**src/adc_pkg.sv**
```systemverilog
// Purpose: shared constants for the converter serial retrieval block
// Assumes: 100 MHz ref_clk, 16-bit result and control words
// Notes:   field positions follow the control word layout
`default_nettype none
package adc_pkg;
  localparam int unsigned WORD_W        = 16;
  localparam int unsigned RAW_W         = 24;
  localparam int unsigned FIFO_DEPTH    = 4;
  localparam int unsigned CNT_W         = 5;
  localparam int unsigned TMO_W         = 22;

  // time constants
  localparam int unsigned CLK_PERIOD_NS = 10;
  localparam int unsigned SCLK_TMO_MS   = 28;
  localparam int unsigned SCLK_TMO_CYC  = (SCLK_TMO_MS * 1000000) / CLK_PERIOD_NS;

  // reset values
  localparam logic [15:0] RESULT_RST    = 16'h0000;
  localparam logic [15:0] CTRL_RST      = 16'h058b;

  // full-scale codes
  localparam logic [15:0] POS_FS        = 16'h7fff;
  localparam logic [15:0] NEG_FS        = 16'h8000;
  localparam logic signed [RAW_W-1:0] RAW_POS_MAX = 24'sh007fff;
  localparam logic signed [RAW_W-1:0] RAW_NEG_MIN = 24'shff8000;

  // control word fields
  localparam int unsigned TRIG_BIT      = 15;
  localparam int unsigned PAIR_MSB      = 14;
  localparam int unsigned PAIR_LSB      = 12;
  localparam int unsigned GAIN_MSB      = 11;
  localparam int unsigned GAIN_LSB      = 9;
  localparam int unsigned MODE_BIT      = 8;
  localparam int unsigned RATE_MSB      = 7;
  localparam int unsigned RATE_LSB      = 5;
  localparam int unsigned TEMP_BIT      = 4;
  localparam int unsigned PULLUP_BIT    = 3;
  localparam int unsigned WV_MSB        = 2;
  localparam int unsigned WV_LSB        = 1;
  localparam int unsigned RSVD_BIT      = 0;
  localparam logic [1:0]  WRITE_VALID   = 2'h1;

  // bit counter marks
  localparam logic [3:0]  WORD_LAST     = 4'hf;
  localparam logic [CNT_W-1:0] FIRST_BIT = 5'h00;
  localparam logic [CNT_W-1:0] HALF_LAST = 5'h0f;
  localparam logic [CNT_W-1:0] XFER_LAST = 5'h1f;

  // input pair selections
  typedef enum logic [2:0] {
    ADC_PAIR_01, ADC_PAIR_03, ADC_PAIR_13, ADC_PAIR_23,
    ADC_PAIR_0G, ADC_PAIR_1G, ADC_PAIR_2G, ADC_PAIR_3G
  } adc_pair_t;
endpackage : adc_pkg
`default_nettype wire

```
**src/adc_fifo.sv**
```systemverilog
// Purpose: small flip-flop FIFO with valid/ready on both sides
// Assumes: single clock, async active-high reset
// Notes:   in_ready drops when full; out side may stall freely
`default_nettype none
module adc_fifo #(
  parameter int unsigned WIDTH = 16,
  parameter int unsigned DEPTH = 4
) (
  input  wire logic             ref_clk,
  input  wire logic             reset,
  input  wire logic             in_valid,
  output logic                  in_ready,
  input  wire logic [WIDTH-1:0] in_data,
  output logic                  out_valid,
  input  wire logic             out_ready,
  output logic [WIDTH-1:0]      out_data
);
  localparam int unsigned AW = $clog2(DEPTH);

  logic [WIDTH-1:0] mem_r [DEPTH];
  logic [AW-1:0]    wr_ptr_r;
  logic [AW-1:0]    rd_ptr_r;
  logic [AW:0]      count_r;
  logic             in_ready_r;
  logic             push;
  logic             pop;

  // full flag kept in a flop so the producer sees a registered ready
  assign in_ready  = in_ready_r;
  assign out_valid = (count_r != '0);
  assign out_data  = mem_r[rd_ptr_r];
  assign push      = in_valid & in_ready;
  assign pop       = out_valid & out_ready;

  always_ff @(posedge ref_clk) begin
    if (push) begin
      mem_r[wr_ptr_r] <= in_data;
    end
  end

  always_ff @(posedge ref_clk or posedge reset) begin
    if (reset) begin
      wr_ptr_r <= '0;
      rd_ptr_r <= '0;
      count_r  <= '0;
      in_ready_r <= 1'b1;
    end else begin
      if (push) begin
        wr_ptr_r <= (wr_ptr_r == AW'(DEPTH-1)) ? '0 : AW'(wr_ptr_r + 1'b1);
      end
      if (pop) begin
        rd_ptr_r <= (rd_ptr_r == AW'(DEPTH-1)) ? '0 : AW'(rd_ptr_r + 1'b1);
      end
      if (push && !pop) begin
        count_r    <= (AW+1)'(count_r + 1'b1);
        in_ready_r <= (count_r != (AW+1)'(DEPTH-1));
      end else if (pop && !push) begin
        count_r    <= (AW+1)'(count_r - 1'b1);
        in_ready_r <= 1'b1;
      end
    end
  end
endmodule // adc_fifo
`default_nettype wire

```
**src/adc_serial_data_retrieval.sv**
```systemverilog
// Purpose: serial result retrieval and control word path of a 16-bit converter
// Assumes: mode 1 link sampled by ref_clk; converter core outside
// Notes:   results queue in a 4-word FIFO ahead of the result buffer
`default_nettype none
module adc_serial_data_retrieval
  import adc_pkg::*;
#(
  parameter int unsigned SCLK_TIMEOUT_CYCLES = SCLK_TMO_CYC
) (
  input  wire logic                    ref_clk,
  input  wire logic                    reset,
  input  wire logic                    cs_n,
  input  wire logic                    sclk,
  input  wire logic                    din,
  output logic                         data_out_ready_line,
  output logic                         data_out_ready_line_oe,
  output logic                         idle_output_pullup_enable,
  output logic [2:0]                   input_pair_select,
  output logic [2:0]                   gain_range_select,
  output logic [2:0]                   sample_rate_select,
  output logic                         single_shot_mode,
  output logic                         temperature_source_select,
  output logic [1:0]                   pos_input_index,
  output logic [1:0]                   neg_input_index,
  output logic                         neg_is_ground,
  output logic                         conv_start,
  input  wire logic                    conv_valid,
  input  wire logic signed [RAW_W-1:0] conv_raw,
  output logic                         conv_ready
);

  logic [2:0]        meta_r;
  logic [2:0]        sync_r;
  logic              sclk_dly_r;
  logic              cs_active;
  logic              sclk_s;
  logic              din_s;
  logic              sclk_rise;
  logic              sclk_fall;
  logic              link_reset;
  logic              timeout_hit;
  logic [TMO_W-1:0]  tmo_cnt_r;
  logic [CNT_W-1:0]  rise_cnt_r;
  logic [CNT_W-1:0]  fall_cnt_r;
  logic              in_xfer_r;
  logic [15:0]       snap_r;
  logic [15:0]       echo_r;
  logic [15:0]       rx_r;
  logic [15:0]       rx_word;
  logic              word_done;
  logic [15:0]       ctrl_r;
  logic [15:0]       ctrl_nxt;
  logic              trig_req;
  logic [15:0]       result_r;
  logic              fresh_r;
  logic              dout_r;
  logic              dout_oe_r;
  logic              busy_r;
  logic              conv_start_r;
  logic              start_nxt;
  logic [15:0]       sat_code;
  logic              fifo_out_valid;
  logic              fifo_out_ready;
  logic [15:0]       fifo_out_data;
  logic              result_load;
  logic [1:0]        pos_idx_r;
  logic [1:0]        neg_idx_r;
  logic              neg_gnd_r;

  // pin synchronisers: cs_n, sclk, din
  always_ff @(posedge ref_clk or posedge reset) begin
    if (reset) begin
      meta_r     <= 3'h7;
      sync_r     <= 3'h7;
      sclk_dly_r <= 1'b0;
    end else begin
      meta_r     <= {cs_n, sclk, din};
      sync_r     <= meta_r;
      sclk_dly_r <= sync_r[1];
    end
  end

  assign cs_active  = ~sync_r[2];
  assign sclk_s     = sync_r[1];
  assign din_s      = sync_r[0];
  assign sclk_rise  = cs_active & sclk_s & ~sclk_dly_r;
  assign sclk_fall  = cs_active & ~sclk_s & sclk_dly_r;
  assign link_reset = ~cs_active | timeout_hit;

  // clock held low too long restarts the bit counters
  assign timeout_hit = (tmo_cnt_r == TMO_W'(SCLK_TIMEOUT_CYCLES - 1));

  always_ff @(posedge ref_clk or posedge reset) begin
    if (reset) begin
      tmo_cnt_r <= '0;
    end else if (!cs_active || sclk_s) begin
      tmo_cnt_r <= '0;
    end else if (tmo_cnt_r != TMO_W'(SCLK_TIMEOUT_CYCLES)) begin
      tmo_cnt_r <= TMO_W'(tmo_cnt_r + 1'b1);
    end
  end

  // bit counters wrap every 32 clocks for back-to-back transfers
  always_ff @(posedge ref_clk or posedge reset) begin
    if (reset) begin
      rise_cnt_r <= '0;
      fall_cnt_r <= '0;
    end else if (link_reset) begin
      rise_cnt_r <= '0;
      fall_cnt_r <= '0;
    end else begin
      if (sclk_rise) begin
        rise_cnt_r <= CNT_W'(rise_cnt_r + 1'b1);
      end
      if (sclk_fall) begin
        fall_cnt_r <= CNT_W'(fall_cnt_r + 1'b1);
      end
    end
  end

  always_ff @(posedge ref_clk or posedge reset) begin
    if (reset) begin
      in_xfer_r <= 1'b0;
    end else if (link_reset) begin
      in_xfer_r <= 1'b0;
    end else if (sclk_rise) begin
      in_xfer_r <= 1'b1;
    end else if (sclk_fall && fall_cnt_r == XFER_LAST) begin
      in_xfer_r <= 1'b0;
    end
  end

  // result locked at the first rising edge so it cannot change mid-read
  always_ff @(posedge ref_clk or posedge reset) begin
    if (reset) begin
      snap_r <= RESULT_RST;
    end else if (sclk_rise && rise_cnt_r == FIRST_BIT) begin
      snap_r <= result_r;
    end
  end

  // output line: data during a transfer, ready flag otherwise
  always_ff @(posedge ref_clk or posedge reset) begin
    if (reset) begin
      dout_r    <= 1'b1;
      dout_oe_r <= 1'b0;
    end else begin
      dout_oe_r <= cs_active;
      if (!cs_active) begin
        dout_r <= 1'b1;
      end else if (sclk_rise) begin
        if (rise_cnt_r == FIRST_BIT) begin
          dout_r <= result_r[15];
        end else if (!rise_cnt_r[4]) begin
          dout_r <= snap_r[~rise_cnt_r[3:0]];
        end else begin
          dout_r <= echo_r[~rise_cnt_r[3:0]];
        end
      end else if (!in_xfer_r) begin
        dout_r <= ~fresh_r;
      end
    end
  end

  // control word receive, applied only on its sixteenth bit
  assign rx_word   = {rx_r[14:0], din_s};
  assign word_done = sclk_fall & (fall_cnt_r[3:0] == WORD_LAST);

  always_ff @(posedge ref_clk or posedge reset) begin
    if (reset) begin
      rx_r <= '0;
    end else if (link_reset) begin
      rx_r <= '0;
    end else if (sclk_fall) begin
      rx_r <= rx_word;
    end
  end

  always_comb begin
    ctrl_nxt = ctrl_r;
    trig_req = 1'b0;
    if (word_done && rx_word[WV_MSB:WV_LSB] == WRITE_VALID) begin
      ctrl_nxt           = rx_word;
      ctrl_nxt[TRIG_BIT] = 1'b0;
      ctrl_nxt[RSVD_BIT] = CTRL_RST[RSVD_BIT];
      trig_req           = rx_word[TRIG_BIT];
    end
  end

  always_ff @(posedge ref_clk or posedge reset) begin
    if (reset) begin
      ctrl_r <= CTRL_RST;
    end else begin
      ctrl_r <= ctrl_nxt;
    end
  end

  always_ff @(posedge ref_clk or posedge reset) begin
    if (reset) begin
      echo_r <= CTRL_RST;
    end else if (word_done && fall_cnt_r == HALF_LAST) begin
      echo_r <= ctrl_nxt;
    end
  end

  // conversion sequencing
  always_comb begin
    start_nxt = 1'b0;
    if (!busy_r && !conv_start_r) begin
      if (!ctrl_r[MODE_BIT]) begin
        start_nxt = 1'b1;
      end else if (trig_req && ctrl_nxt[MODE_BIT]) begin
        start_nxt = 1'b1;
      end
    end
  end

  always_ff @(posedge ref_clk or posedge reset) begin
    if (reset) begin
      conv_start_r <= 1'b0;
      busy_r       <= 1'b0;
    end else begin
      conv_start_r <= start_nxt;
      if (start_nxt) begin
        busy_r <= 1'b1;
      end else if (conv_valid && conv_ready) begin
        busy_r <= 1'b0;
      end
    end
  end

  // clip converter values to the 16-bit code range
  always_comb begin
    if (conv_raw > RAW_POS_MAX) begin
      sat_code = POS_FS;
    end else if (conv_raw < RAW_NEG_MIN) begin
      sat_code = NEG_FS;
    end else begin
      sat_code = conv_raw[15:0];
    end
  end

  adc_fifo #(
    .WIDTH (WORD_W),
    .DEPTH (FIFO_DEPTH)
  ) u_result_fifo (
    .ref_clk   (ref_clk),
    .reset     (reset),
    .in_valid  (conv_valid),
    .in_ready  (conv_ready),
    .in_data   (sat_code),
    .out_valid (fifo_out_valid),
    .out_ready (fifo_out_ready),
    .out_data  (fifo_out_data)
  );

  // buffer refresh stalls while a transfer is running
  assign fifo_out_ready = ~in_xfer_r & ~sclk_rise;
  assign result_load    = fifo_out_valid & fifo_out_ready;

  always_ff @(posedge ref_clk or posedge reset) begin
    if (reset) begin
      result_r <= RESULT_RST;
    end else if (result_load) begin
      result_r <= fifo_out_data;
    end
  end

  always_ff @(posedge ref_clk or posedge reset) begin
    if (reset) begin
      fresh_r <= 1'b0;
    end else if (result_load) begin
      fresh_r <= 1'b1;
    end else if (sclk_rise && rise_cnt_r == FIRST_BIT) begin
      fresh_r <= 1'b0;
    end
  end

  // input pair decode
  always_ff @(posedge ref_clk or posedge reset) begin
    if (reset) begin
      pos_idx_r <= 2'h0;
      neg_idx_r <= 2'h1;
      neg_gnd_r <= 1'b0;
    end else begin
      neg_gnd_r <= ctrl_r[PAIR_MSB];
      case (adc_pair_t'(ctrl_r[PAIR_MSB:PAIR_LSB]))
        ADC_PAIR_01: begin
          pos_idx_r <= 2'h0;
          neg_idx_r <= 2'h1;
        end
        ADC_PAIR_03: begin
          pos_idx_r <= 2'h0;
          neg_idx_r <= 2'h3;
        end
        ADC_PAIR_13: begin
          pos_idx_r <= 2'h1;
          neg_idx_r <= 2'h3;
        end
        ADC_PAIR_23: begin
          pos_idx_r <= 2'h2;
          neg_idx_r <= 2'h3;
        end
        default: begin
          pos_idx_r <= ctrl_r[PAIR_LSB+1:PAIR_LSB];
          neg_idx_r <= 2'h0;
        end
      endcase
    end
  end

  assign data_out_ready_line       = dout_r;
  assign data_out_ready_line_oe    = dout_oe_r;
  assign idle_output_pullup_enable = ctrl_r[PULLUP_BIT];
  assign input_pair_select         = ctrl_r[PAIR_MSB:PAIR_LSB];
  assign gain_range_select         = ctrl_r[GAIN_MSB:GAIN_LSB];
  assign sample_rate_select        = ctrl_r[RATE_MSB:RATE_LSB];
  assign single_shot_mode          = ctrl_r[MODE_BIT];
  assign temperature_source_select = ctrl_r[TEMP_BIT];
  assign pos_input_index           = pos_idx_r;
  assign neg_input_index           = neg_idx_r;
  assign neg_is_ground             = neg_gnd_r;
  assign conv_start                = conv_start_r;

endmodule // adc_serial_data_retrieval
`default_nettype wire

```
**config.mk**
```make
export PLATFORM = sky130hd
export DESIGN_NAME = adc_serial_data_retrieval
export DESIGN_NICKNAME = d
export VERILOG_FILES = /design/src/adc_pkg.sv /design/src/adc_fifo.sv /design/src/adc_serial_data_retrieval.sv
export SDC_FILE = /design/constraint.sdc
export NUM_CORES = 1
export LEC_CHECK = 0
export ABC_AREA = 1
export BUFFER_PORTS_ARGS = -buffer_cell sky130_fd_sc_hd__buf_4
export CAP_MARGIN = 5
export CORE_MARGIN = 8
export CORE_UTILIZATION = 25
export CTS_CLUSTER_SIZE = 10
export DETAILED_ROUTE_END_ITERATION = 10
export PLACE_DENSITY = 0.43
export SYNTH_ARGS = -nofsm -noshare
export SYNTH_HDL_FRONTEND = slang
export SYNTH_SLANG_ARGS = --single-unit
export TNS_END_PERCENT = 1
```
**constraint.sdc**
```tcl
create_clock -name ref_clk -period 5.2 [get_ports ref_clk]
set_clock_uncertainty 0.15 [all_clocks]
set_input_delay 0 -clock ref_clk [delete_from_list [all_inputs] [get_ports ref_clk]]
set_output_delay 0 -clock ref_clk [all_outputs]
set_load 0.05 [all_outputs]
```
==> flow_summary.yaml <==
status:
  status: "complete, no violations"
setup_path:
  reg2reg_from: "rise_cnt_r[0]"
  cp_num_buf_inv: 4
  cp_slowest_cell: "dfrtp_1"
  critical_path_peak_fanout: 31
  critPathLaunchType: "flip-flop"
  arrival_ns: 3.49
  cp.required_ns: 5.49
  r2r-end: "data_out_ready_line"
  cp-end-kind: "flip-flop"
  path_cells: "clkinv_1 > ha_1 > nand4_1 > inv_1 > nand2_1 > inv_2 > nand2_1 > o21ai_0 > inv_1 > a21oi_1"
  max_stage_delay_ns: 0.76
  crit_type: "reg2reg"
  r2r_slack_ns: 2.00
  crit_family: "simple AND/OR/NAND/NOR gates"
  reg2reg_depth: 10
worst_hold_path:
  hold_class: "in2reg"
  whs_endpoint: "meta_r[2]"
  whs_path_depth: 2
  hold_start: "cs_n"
route:
  wl_per_cell_um: 13.30
  antenna_left: 0
  dr.pass1.iters: 4
  num_vias: 6148
  wirelength_um: 19360
  remaining_drc_errors: 0
  drt_iter0_markers: 266
  viasPerCell: 4.223
place:
  hpwl_um: 12320
  dp.cells: 1389
  port_buffers: 50
  dpl-instance-area_sq_um: 9587
  gp_congestion: 0.7893
power_and_ir_drop:
  swShare_pct: 29.90
  p_clk_share_pct: 34.5
  ir_worst_vdd_mv: 0.2168
  p_int_mw: 3.070
  power_frac_seq_pct: 46.7
  p_switching_mw: 1.309
  p_per_area_nw_per_um2: 416.4
  combPwrFrac_pct: 18.8
  p_leak_nw: 4.532
floorplanning:
  std_cell_rows: 69
  io-pin-count: 51
  start_util_pct: 25.12
  fp.dieArea_sq_um: 41580
  fp.dieH_um: 203.9
  core-area_sq_um: 35140
  die_x_um: 203.9
cells_and_area:
  multi_input_area_sq_um: 2853
  fin_cells: 1456
  nets: 1021
  final_area_sq_um: 10520
  diodes: 0
  layout_commonest_cell: "nand2_1"
  syn2layout_area_growth_pct: 19.12
  ff_latch_area_sq_um: 5376
  nFillCells: 3746
  final_cell_mix: "nand2_1 (210), dfrtp_1 (116), nor2_1 (94)"
  drive_gt1_share_pct: 13.77
cts:
  cts_tree: "yes"
  numClockSinks: 201
  h-tree-depth: 1
  numCtsBuffers: 24
  post_cts_buffers: 0
  clk_pin_slew_ns: 0.06
  clockBufferDepth: 3
  clock_latency_ns: 0.51
  ctsRootBufferMaster: "clkbuf_16"
sta:
  max-slew-margin-rel_pct: 27.44
  rsz0062_at_grt: "no"
  timing.final.crit_share_pct: 61.51
  period_minus_slack_ns: 3.199
  max_freq_ghz: 0.3126
  finalSetupTns_ns: 0
  finalSetupViolations: 0
  tightest_slew_ns: 1.088
  slew_violations: 0
  hold_viol: 0
flow_run:
  drv_cap: 0
global_route:
  antenna_found_initial: 0
  grt_pass1_vias: 6218
  grt_pass1_wl_um: 32620
  grt_use_total_pct: 9.398
  grt_overflow_total: 0
  grt_max_degree: 93
synthesis:
  syn_nets: 961
  syn-cell-area_sq_um: 8827
  synthCells: 917
  synth-seq-cells: 201
  avgSynthCellArea_sq_um: 9.626
  synth.distinct_cells: 40
  ys_seq_area_share_pct: 60.91
  synth-warning-count: 0
worst max path at each step:
stage,start,endpoint,slack (ns),cells past startpoint
final,rise_cnt_r[0],data_out_ready_line,2.00,10
after global routing,rise_cnt_r[0],data_out_ready_line,1.57,10
after CTS,rise_cnt_r[0],data_out_ready_line,1.95,10
after detailed placement,rise_cnt_r[0],data_out_ready_line,1.96,10
after global placement,rise_cnt_r[0],data_out_ready_line,2.03,10
after floorplan,reset,busy_r,1.42,1
worst reg2reg max path: stages, from the launching register on:
cell and delay, ns:
dfrtp_1 0.76, clkinv_1 0.63, ha_1 0.41, nand4_1 0.09
inv_1 0.05, nand2_1 0.63, inv_2 0.09, nand2_1 0.11
o21ai_0 0.08, inv_1 0.06, a21oi_1 0.07
state kept, by name (all words and copies together), names as in the netlist, 5 cells and up:
signal	cells
echo_r	16
u_result_fifo.mem_r	64
fall_cnt_r	5
tmo_cnt_r	22
ctrl_r	16
snap_r	16
rx_r	15
rise_cnt_r	5
result_r	16
synthesized netlist by cell type (all sizes together):
master,number,share of area (%)
edfxtp,64,22
buf,22,1.8
nand2,213,9.3
o21a,1,0.085
clkinv,3,0.13
a21o,1,0.085
a41oi,1,0.099
xnor2,2,0.20
fa,1,0.23
nand4,12,0.85
a31oi,2,0.14
o21ai,93,5.7
nor2,101,4.5
or2,9,0.64
o32ai,16,1.6
a21oi,36,2.0
nor4,5,0.35
clkbuf,21,0.89
dfrtp,116,33
nand3b,1,0.085
nand3,37,2.1
nor3b,2,0.17
nor3,18,1.3
inv,95,4.1
xor2,10,0.99
ha,13,1.8
o31ai,1,0.085
dfstp,21,6.3
stage by stage:
step                      utilization, %  hold WS (ns)  setup WS (ns)  power, mW
after floorplan                        -       -0.1455          1.417      2.643
after global placement             27.28      -0.04160          2.033      2.900
after detailed placement           27.28      -0.04048          1.959      2.908
after CTS                          29.93       0.04635          1.954      4.461
after global routing               29.93       0.06291          1.572      4.672
final                              29.93       0.03796          2.001      4.379
area by class of cell:
type                    instances  share of cell area [%]
flip-flops and latches        201                   51.13
clock buffers                  43                   6.485
well taps                     461                   5.485
repair buffers                 77                   6.045
clock inverters                 1                  0.1547
multi-input cells             575                   27.13
inverters                      98                   3.570
power groups by stage:
stage	sequential, mW	combinational (mW)	clock, mW
floorplan	2.04	0.607	0
global placement	2.08	0.824	0
detailed placement	2.08	0.832	0
CTS	2.05	0.853	1.56
global route	2.08	0.972	1.62
finish	2.05	0.824	1.51
cell families after synthesis:
group / Yosys count / synth area share (%)
AOI/OAI and AO/OA: 151 / 9.780
xor gates and xnor gates: 12 / 1.191
adders and majority gates: 14 / 2.070
buffers and inverters: 141 / 6.860
DFF: 201 / 60.91
and+or+nand+nor: 398 / 19.19
per-layer routing:
| layer | track usage [%] | wire length, um | vias up |
|---|---|---|---|
| met3 | 1.744 | 620 | 36 |
| li1 | - | - | 3143 |
| met1 | 12.95 | 9744 | 2888 |
| met4 | 2.720 | 476 | 0 |
| met2 | 14.86 | 8519 | 81 |
| met5 | 0 | 0 | - |
repair_timing:
| action | CTS | global route |
|---|---|---|
| resized for setup | 0 | 0 |
| endpoints found under the hold margin | 145 | 0 |
| hold buffers | 23 | 0 |
No activity file was read; power rests on OpenSTA's default activity.
